File: config.mk
export PLATFORM = sky130hd
export DESIGN_NAME = ssc_dev_flat
export DESIGN_NICKNAME = d
export VERILOG_FILES = /design/src/rtl/ssc_pkg.sv /design/src/rtl/ssc_if.sv /design/src/rtl/ssc_dev.sv /design/src/flat_wrapper.sv
export SDC_FILE = /design/constraint.sdc
export NUM_CORES = 1
export LEC_CHECK = 0
export BUFFER_PORTS_ARGS = -buffer_cell sky130_fd_sc_hd__buf_2
export CELL_PAD_IN_SITES_DETAIL_PLACEMENT = 2
export CELL_PAD_IN_SITES_GLOBAL_PLACEMENT = 2
export CORE_ASPECT_RATIO = 0.6
export CORE_UTILIZATION = 30
export DETAILED_ROUTE_END_ITERATION = 10
export GPL_TIMING_DRIVEN = 0
export PLACE_DENSITY = 0.64
export SLEW_MARGIN = 20
export SYNTH_ARGS = -nofsm -noshare
export SYNTH_HDL_FRONTEND = slang
export SYNTH_SLANG_ARGS = --single-unit
File: constraint.sdc
create_clock -name pclk -period 1.56 [get_ports pclk]
set_input_delay 0.312 -clock pclk [delete_from_list [all_inputs] [get_ports pclk]]
set_output_delay 0.312 -clock pclk [all_outputs]
set_load 0.01 [all_outputs]
File: src/rtl/ssc_pkg.sv
// Shared constants for the serial synthesizer configuration link.
package ssc_pkg;

	// ----------------------------------------------------------------
	// Timing
	// ----------------------------------------------------------------
	localparam int CLK_PERIOD_NS = 8;
	localparam int SCLK_HALF_NS = 40;
	localparam int HALF_CYC = (SCLK_HALF_NS + CLK_PERIOD_NS - 1) /
		CLK_PERIOD_NS;
	localparam logic [3:0] HALF_LAST = 4'(HALF_CYC - 1);
	localparam int WORD_BITS = 32;
	localparam logic [4:0] BIT_LAST = 5'd31;

	// ----------------------------------------------------------------
	// Select codes in bits 2:0
	// ----------------------------------------------------------------
	localparam int NUM_LATCH = 5;
	localparam logic [2:0] SEL_INT_FRAC = 3'h0;
	localparam logic [2:0] SEL_PHASE = 3'h1;
	localparam logic [2:0] SEL_MOD_REF = 3'h2;
	localparam logic [2:0] SEL_FUNCTION = 3'h3;
	localparam logic [2:0] SEL_CLKDIV = 3'h4;

	// ----------------------------------------------------------------
	// Field positions (lsb) of the configuration words
	// ----------------------------------------------------------------
	localparam int POS_MON_SEL = 27;
	localparam int POS_INT = 15;
	localparam int POS_FRAC = 3;
	localparam int POS_PHASE = 3;
	localparam int POS_NOISE = 29;
	localparam int POS_SLIP = 28;
	localparam int POS_PUMP = 24;
	localparam int POS_PRESC = 22;
	localparam int POS_HALVER = 21;
	localparam int POS_DOUBLER = 20;
	localparam int POS_REFDIV = 15;
	localparam int POS_MOD = 3;

	// Bits that may be nonzero; all others are reserved and sent as 0.
	localparam logic [31:0] MASK_R0 = 32'h7FFF_FFFF;
	localparam logic [31:0] MASK_R1 = 32'h0000_7FFF;
	localparam logic [31:0] MASK_R2 = 32'h7F7F_FFFF;

	// ----------------------------------------------------------------
	// Legal ranges
	// ----------------------------------------------------------------
	localparam logic [11:0] INT_MIN_P45 = 12'd23;
	localparam logic [11:0] INT_MIN_P89 = 12'd75;
	localparam logic [11:0] MOD_MIN = 12'd2;
	localparam logic [11:0] MOD_RESET = 12'hFFF;
	localparam logic [5:0] REFDIV_ZERO_RATIO = 6'd32;

	// ----------------------------------------------------------------
	// Controller register map (byte offsets)
	// ----------------------------------------------------------------
	localparam logic [11:0] OFS_WORD = 12'h000;
	localparam logic [11:0] OFS_CTRL = 12'h004;
	localparam logic [11:0] OFS_STATUS = 12'h008;
	localparam int CTRL_GO = 0;
	localparam int CTRL_AUTO = 1;
	localparam int STAT_BUSY = 0;
	localparam int STAT_ERR = 1;
	localparam int STAT_DUE = 2;

endpackage

File: src/rtl/ssc_if.sv
// Three-wire configuration link between controller and synthesizer.
`timescale 1ns/100ps
`default_nettype none
interface ssc_if;
	logic sclk;
	logic sdata;
	logic load_strobe;

	modport host (output sclk, output sdata, output load_strobe);
	modport dev (input sclk, input sdata, input load_strobe);
endinterface
`default_nettype wire

File: src/rtl/ssc_dev.sv
// Synthesizer end: serial shift register, latch decode, double buffers.
//
// Functional notes
// - Shift data in on serial clock rise.
// - Host sends words most significant bit first.
// - Load strobe rise copies word into latch.
// - Low three bits pick the latch.
// - Codes zero through four map registers.
// - Buffered settings apply on register zero write.
// - Host rewrites register zero after buffered change.
// - Counter widths five and twelve bits.
// - Register zero field layout.
// - Register two field layout.
// - Host keeps integer within 23 to 4095.
// - Host keeps reference ratio 1 to 32.
// - Host keeps modulus within 2 to 4095.
// - Host keeps fraction below modulus.
// - Division is integer plus fraction over modulus.
// - Comparison rate from doubler, divider, halver.
// - Register one holds twelve-bit phase word.
// - Host picks prescaler; minimum 23 or 75.
`timescale 1ns/100ps
`default_nettype none
module ssc_dev
	import ssc_pkg::*;
(
	input wire logic pclk,
	input wire logic presetn,
	ssc_if.dev link,
	output logic [3:0] monitor_output_select,
	output logic [11:0] cfg_int,
	output logic [11:0] cfg_frac,
	output logic [11:0] cfg_phase,
	output logic [11:0] fractional_modulus,
	output logic [4:0] reference_divider_value,
	output logic reference_doubler_enable,
	output logic reference_halver_enable,
	output logic [3:0] pump_current_setting,
	output logic [1:0] noise_spur_select,
	output logic slip_reduction_enable,
	output logic prescaler_select,
	output logic [28:0] cfg_function_word,
	output logic [28:0] cfg_clkdiv_word,
	output logic [1:0] pfd_mult,
	output logic [6:0] pfd_div,
	output logic [4:0] latch_written
);

	// ----------------------------------------------------------------
	// Pin synchronisers
	// ----------------------------------------------------------------
	// The link pins are asynchronous to pclk; each passes two flops.
	// A third flop on clock and strobe gives the edge detectors an
	// older sample without touching the first stage.
	logic sclk_s1_ff, sclk_s2_ff, sclk_s3_ff;
	logic data_s1_ff, data_s2_ff;
	logic le_s1_ff, le_s2_ff, le_s3_ff;

	always_ff @(posedge pclk or negedge presetn) begin
		if (!presetn) begin
			sclk_s1_ff <= 1'b0;
			sclk_s2_ff <= 1'b0;
			sclk_s3_ff <= 1'b0;
			data_s1_ff <= 1'b0;
			data_s2_ff <= 1'b0;
			le_s1_ff <= 1'b0;
			le_s2_ff <= 1'b0;
			le_s3_ff <= 1'b0;
		end else begin
			sclk_s1_ff <= link.sclk;
			sclk_s2_ff <= sclk_s1_ff;
			sclk_s3_ff <= sclk_s2_ff;
			data_s1_ff <= link.sdata;
			data_s2_ff <= data_s1_ff;
			le_s1_ff <= link.load_strobe;
			le_s2_ff <= le_s1_ff;
			le_s3_ff <= le_s2_ff;
		end
	end

	wire sclk_rise = sclk_s2_ff & ~sclk_s3_ff;
	wire le_rise = le_s2_ff & ~le_s3_ff;

	// ----------------------------------------------------------------
	// Shift register
	// ----------------------------------------------------------------
	// Data and clock share the same synchroniser depth, so the data
	// sample seen with the detected rise is the one present at the pin.
	logic [31:0] shift_ff;
	wire [31:0] nxt_shift = {shift_ff[30:0], data_s2_ff};

	always_ff @(posedge pclk or negedge presetn) begin
		if (!presetn)
			shift_ff <= 32'h0000_0000;
		else if (sclk_rise)
			shift_ff <= nxt_shift;
	end

	// ----------------------------------------------------------------
	// Latch decode
	// ----------------------------------------------------------------
	wire [2:0] sel = shift_ff[2:0];
	logic [4:0] hit;

	genvar gi;
	generate
		for (gi = 0; gi < NUM_LATCH; gi = gi + 1) begin : g_hit
			// Codes above four match no latch and are dropped.
			assign hit[gi] = le_rise && (sel == 3'(gi));
		end
	endgenerate

	always_ff @(posedge pclk or negedge presetn) begin
		if (!presetn)
			latch_written <= 5'h00;
		else
			latch_written <= hit;
	end

	// ----------------------------------------------------------------
	// Register zero: applied at once
	// ----------------------------------------------------------------
	always_ff @(posedge pclk or negedge presetn) begin
		if (!presetn) begin
			monitor_output_select <= 4'h0;
			cfg_int <= 12'h000;
			cfg_frac <= 12'h000;
		end else if (hit[SEL_INT_FRAC]) begin
			monitor_output_select <= shift_ff[POS_MON_SEL +: 4];
			cfg_int <= shift_ff[POS_INT +: 12];
			cfg_frac <= shift_ff[POS_FRAC +: 12];
		end
	end

	// ----------------------------------------------------------------
	// Register one and two: pending copies and unbuffered fields
	// ----------------------------------------------------------------
	logic [11:0] pend_phase_ff;
	logic [11:0] pend_mod_ff;
	logic [4:0] pend_ref_ff;
	logic pend_dbl_ff;
	logic pend_half_ff;
	logic [3:0] pend_pump_ff;

	always_ff @(posedge pclk or negedge presetn) begin
		if (!presetn)
			pend_phase_ff <= 12'h000;
		else if (hit[SEL_PHASE])
			pend_phase_ff <= shift_ff[POS_PHASE +: 12];
	end

	always_ff @(posedge pclk or negedge presetn) begin
		if (!presetn) begin
			pend_mod_ff <= 12'h000;
			pend_ref_ff <= 5'h00;
			pend_dbl_ff <= 1'b0;
			pend_half_ff <= 1'b0;
			pend_pump_ff <= 4'h0;
		end else if (hit[SEL_MOD_REF]) begin
			pend_mod_ff <= shift_ff[POS_MOD +: 12];
			pend_ref_ff <= shift_ff[POS_REFDIV +: 5];
			pend_dbl_ff <= shift_ff[POS_DOUBLER];
			pend_half_ff <= shift_ff[POS_HALVER];
			pend_pump_ff <= shift_ff[POS_PUMP +: 4];
		end
	end

	// Noise mode, slip reduction and prescaler are not buffered.
	always_ff @(posedge pclk or negedge presetn) begin
		if (!presetn) begin
			noise_spur_select <= 2'h0;
			slip_reduction_enable <= 1'b0;
			prescaler_select <= 1'b0;
		end else if (hit[SEL_MOD_REF]) begin
			noise_spur_select <= shift_ff[POS_NOISE +: 2];
			slip_reduction_enable <= shift_ff[POS_SLIP];
			prescaler_select <= shift_ff[POS_PRESC];
		end
	end

	// ----------------------------------------------------------------
	// Active copies, taken over by the next register zero write
	// ----------------------------------------------------------------
	// A register zero write picks up whatever is pending at that
	// moment, so a value written twice before it only the last counts.
	always_ff @(posedge pclk or negedge presetn) begin
		if (!presetn) begin
			cfg_phase <= 12'h000;
			fractional_modulus <= 12'h000;
			reference_divider_value <= 5'h00;
			reference_doubler_enable <= 1'b0;
			reference_halver_enable <= 1'b0;
			pump_current_setting <= 4'h0;
		end else if (hit[SEL_INT_FRAC]) begin
			cfg_phase <= pend_phase_ff;
			fractional_modulus <= pend_mod_ff;
			reference_divider_value <= pend_ref_ff;
			reference_doubler_enable <= pend_dbl_ff;
			reference_halver_enable <= pend_half_ff;
			pump_current_setting <= pend_pump_ff;
		end
	end

	// ----------------------------------------------------------------
	// Function and clock divider words, stored raw
	// ----------------------------------------------------------------
	always_ff @(posedge pclk or negedge presetn) begin
		if (!presetn) begin
			cfg_function_word <= 29'h0000_0000;
			cfg_clkdiv_word <= 29'h0000_0000;
		end else begin
			if (hit[SEL_FUNCTION])
				cfg_function_word <= shift_ff[31:3];
			if (hit[SEL_CLKDIV])
				cfg_clkdiv_word <= shift_ff[31:3];
		end
	end

	// ----------------------------------------------------------------
	// Comparison rate factors
	// ----------------------------------------------------------------
	// Rate = reference * pfd_mult / pfd_div; the output is that rate
	// times cfg_int + cfg_frac / fractional_modulus, all from the
	// active copies above. A divider code of zero stands for 32.
	wire [5:0] ref_ratio = (reference_divider_value == 5'h00) ?
		REFDIV_ZERO_RATIO : {1'b0, reference_divider_value};
	wire [1:0] nxt_pfd_mult = reference_doubler_enable ? 2'd2 : 2'd1;
	wire [6:0] nxt_pfd_div = reference_halver_enable ?
		{ref_ratio, 1'b0} : {1'b0, ref_ratio};

	always_ff @(posedge pclk or negedge presetn) begin
		if (!presetn) begin
			pfd_mult <= 2'd1;
			pfd_div <= 7'd32;
		end else begin
			pfd_mult <= nxt_pfd_mult;
			pfd_div <= nxt_pfd_div;
		end
	end

endmodule
`default_nettype wire

File: src/flat_wrapper.sv
// flat-port wrapper written by rule: the top's interface ports become plain ports
module ssc_dev_flat import ssc_pkg::*;
  (pclk, presetn, monitor_output_select, cfg_int, cfg_frac, cfg_phase, fractional_modulus, reference_divider_value, reference_doubler_enable, reference_halver_enable, pump_current_setting, noise_spur_select, slip_reduction_enable, prescaler_select, cfg_function_word, cfg_clkdiv_word, pfd_mult, pfd_div, latch_written, link_sclk, link_sdata, link_load_strobe);
  ssc_if link_i ();
  input wire logic pclk;
  input wire logic presetn;
  output logic [3:0] monitor_output_select;
  output logic [11:0] cfg_int;
  output logic [11:0] cfg_frac;
  output logic [11:0] cfg_phase;
  output logic [11:0] fractional_modulus;
  output logic [4:0] reference_divider_value;
  output logic reference_doubler_enable;
  output logic reference_halver_enable;
  output logic [3:0] pump_current_setting;
  output logic [1:0] noise_spur_select;
  output logic slip_reduction_enable;
  output logic prescaler_select;
  output logic [28:0] cfg_function_word;
  output logic [28:0] cfg_clkdiv_word;
  output logic [1:0] pfd_mult;
  output logic [6:0] pfd_div;
  output logic [4:0] latch_written;
  input wire logic [$bits(link_i.sclk)-1:0] link_sclk;
  input wire logic [$bits(link_i.sdata)-1:0] link_sdata;
  input wire logic [$bits(link_i.load_strobe)-1:0] link_load_strobe;
  assign link_i.sclk = link_sclk;
  assign link_i.sdata = link_sdata;
  assign link_i.load_strobe = link_load_strobe;
  ssc_dev u_core (.pclk(pclk), .presetn(presetn), .link(link_i), .monitor_output_select(monitor_output_select), .cfg_int(cfg_int), .cfg_frac(cfg_frac), .cfg_phase(cfg_phase), .fractional_modulus(fractional_modulus), .reference_divider_value(reference_divider_value), .reference_doubler_enable(reference_doubler_enable), .reference_halver_enable(reference_halver_enable), .pump_current_setting(pump_current_setting), .noise_spur_select(noise_spur_select), .slip_reduction_enable(slip_reduction_enable), .prescaler_select(prescaler_select), .cfg_function_word(cfg_function_word), .cfg_clkdiv_word(cfg_clkdiv_word), .pfd_mult(pfd_mult), .pfd_div(pfd_div), .latch_written(latch_written));
endmodule
==> metrics.cfg <==
[logic_synthesis]
ys_seq_elements=214
synth_cell_types=22
synth_top_area_share_pct=67.5
synth_edf_count=0
async_flop_share_pct=100
synthCells=450
synthFlopType=dfrtp_1
yosysMostFrequentCell=dfrtp_1
synth_sequential_area_ratio_pct=68.2
ys_warn_count=0
synth.avg_cell_area_sq_um=17.5
synth_top_cell_by_area=dfrtp_1
synth_fp_nets=455
synthesis.area_sq_mm=0.00786
ys_top_cells_by_count=212 x dfrtp_1, 193 x mux2_2, 10 x buf_2, 8 x buf_6, 5 x inv_1
synth_area_leaders=dfrtp_1 67%, mux2_2 28%, buf_6 1.1%

[grt]
grt_max_degree=99
first_global_vias=5065
grt-ovfl-total=0
antenna_found_initial=0
track_usage_pct=15.2
grt_pass1_wl_mm=30.7

[cts]
clkSinkCount=214
clk_pin_slew_worst_paths_ns=0.06
cts_inserted_buffers=22
cts-htree-levels=1
tritoncts=yes
cts-root-buf=clkbuf_16
clock_latency_ns=0.51
clockBufferDepth=3

[hold_path]
hold_path_class=in2async

[critical_path]
rrSetupSlack_ns=-0.04
reg2reg_to=u_core.pend_phase_ff[4]
cp_cell_sequence=nor3b_4 > and3b_1 > buf_6 > buf_12 > mux2_4
max_stage_delay_ns=0.41
cp_slowest_cell=dfrtp_1
cp-start-kind=flip-flop
required_ns=1.95
arrival_ns=2.00
path_delay_family=simple AND/OR/NAND/NOR gates
worst-path-buf-inv=2
cp_max_fo=5
crit_type=reg2reg
reg2reg_from=u_core.le_s3_ff
reg2reg_depth=5
endpoint_kind=flip-flop

[pwr]
p_sw_mw=4.00
p_int_mw=11.2
p_leak_nw=5.51
combPwrFrac_pct=15.5
ir_worst_vdd_v=0.000615
swShare_pct=26.3
p_seq_share_pct=47.7
power.density_mw_per_mm2=1490
power_frac_clock_pct=36.8

[timing]
drv_slew=0
period_share_pct=103
layout_setup_ws_ns=-0.0449
clock_skew_ns=0.00957
rsz0062_at_grt=true
worstMarginPinSlew_ns=0.529
min_period_ns=1.60
finalSetupViolations=35
max_slew_margin_pct=64.8
max_freq_mhz=623
hold_viol=0

[drt]
drc=0
ant_nets=0
drt-initial-drc-count=152
vias_per_cell=4.46
routed_wl_mm=20.3
vias=4469
post_drt_wl_per_cell_um=20.3
first_pass_iters=3

[finish]
syn_to_final_growth_pct=30.2
fillers=2476
drive_above_1_share_pct=63.6
instances_no_fill=1003
fin_nets=641
fin_area_sq_mm=0.0102
n_antenna_cell=0

[placement]
placed_cell_area_sq_mm=0.00908
io_buffers=143
dp_cells=947
globalplace.congestion=0.699
dp_hpwl_mm=13.1

[floorplanning]
ios=144
coreArea_sq_mm=0.0255
rows=45
initial_utilization_pct=30.8
die_h_um=127
chipWidth_um=211
die_area_sq_mm=0.0269

[outcome]
outcome=finished with violations
violations=negative setup slack

[run]
maxCapViolations=0

repair_timing:
action,in CTS,in global routing
endpoints found under the hold margin,26,0
setup buffers,6,2
pin swaps,2,5
endpoints found under the setup margin,153,147
resized for setup,31,18
gates cloned,2,3
hold buffers,4,0
state kept, by name, indices dropped and copies added, names as in the netlist, 5 cells and up:
name and cells:
u_core.cfg_clkdiv_word 29, u_core.cfg_frac 12, u_core.cfg_function_word 29, u_core.cfg_int 12
u_core.cfg_phase 12, u_core.fractional_modulus 12, u_core.latch_written 5, u_core.pend_mod_ff 12
u_core.pend_phase_ff 12, u_core.pend_ref_ff 5, u_core.pfd_div 7, u_core.reference_divider_value 5
u_core.shift_ff 32
placed cells by master (no fill, tap or decap), types with 2 or more instances in the layout:
| cell type | instances |
|---|---|
| clkbuf_1 | 4 |
| buf_8 | 5 |
| buf_12 | 3 |
| nor2b_1 | 2 |
| mux2_1 | 2 |
| buf_16 | 3 |
| inv_1 | 5 |
| dfstp_2 | 2 |
| buf_2 | 142 |
| buf_4 | 11 |
| clkbuf_8 | 5 |
| dlygate4sd3_1 | 4 |
| clkinv_2 | 4 |
| mux2_2 | 181 |
| dfrtp_1 | 212 |
| mux2_4 | 13 |
| buf_6 | 9 |
| bufinv_16 | 3 |
| clkbuf_16 | 27 |
how the worst max path moves through the flow:
stage | start | to | slack (ns) | cells past startpoint
6_report | u_core.le_s3_ff | u_core.pend_phase_ff[4] | -0.04 | 5
3_3_place_gp | presetn | u_core.cfg_function_word[22] | -3.31 | 1
4_1_cts | u_core.le_s2_ff | u_core.cfg_int[7] | -0.08 | 5
3_5_place_dp | u_core.shift_ff[2] | u_core.pend_phase_ff[5] | -0.16 | 5
5_1_grt | u_core.le_s3_ff | u_core.pend_phase_ff[2] | -0.11 | 5
2_1_floorplan | u_core.shift_ff[2] | u_core.pend_phase_ff[10] | 0.06 | 5
metal layers:
layer  share of wire, %  GRT usage [%]
met5                  0              0
met4                1.7           3.45
met3                4.5           3.93
met2                 45           23.5
met1                 49           21.5
worst reg2reg max path: cells and delay by family (launching register included):
kind	cells	cell delay, ns
flip-flops	1	0.41
multiplexers	1	0.30
AND/OR/NAND/NOR	2	0.49
buffers and inverters	2	0.30
layout make-up:
class | count | area (sq um) | share of cell area, %
clock buffer | 31 | 656 | 6.41
clock inverter | 8 | 118 | 1.15
tap | 352 | 440 | 4.30
sequential | 214 | 5360 | 52.4
buffer | 22 | 267 | 2.60
multi-input combinational | 209 | 2370 | 23.2
inverter | 5 | 18.8 | 0.183
timing repair buffer | 162 | 1000 | 9.79
power by group through the flow:
stage	Sequential, mW	Combinational (mW)	Clock (mW)
4_1_cts	7.26	2.35	5.79
6_report	7.25	2.35	5.60
5_1_grt	7.39	2.55	5.98
3_3_place_gp	7.25	2.07	0
3_5_place_dp	7.33	2.18	0
2_1_floorplan	7.29	1.03	0
kinds of logic (layout without fill, tap and decap cells):
family	Yosys count	in the layout	synth area share, %
AO/OA/AOI/OAI	1	1	0.0955
AND/OR/NAND/NOR	12	12	1.15
multiplexers	196	196	28.1
buffers and inverters	27	228	2.47
flip-flops	214	214	68.2
stage by stage:
step | util, % | worst slack [ns] | hold WS (ns) | power, mW | TNS [ns]
3_5_place_dp | 35.6 | -0.155 | 0.176 | 9.52 | -9.37
4_1_cts | 39.6 | -0.0808 | 0.207 | 15.4 | -3.66
6_report | 40.1 | -0.0449 | 0.233 | 15.2 | -0.533
3_3_place_gp | 35.3 | -3.31 | 0.338 | 9.31 | -701.82
5_1_grt | 40.1 | -0.110 | 0.223 | 15.9 | -7.46
2_1_floorplan | - | 0.0560 | 0.0164 | 8.32 | 0
(Power assumes the default switching activity.)
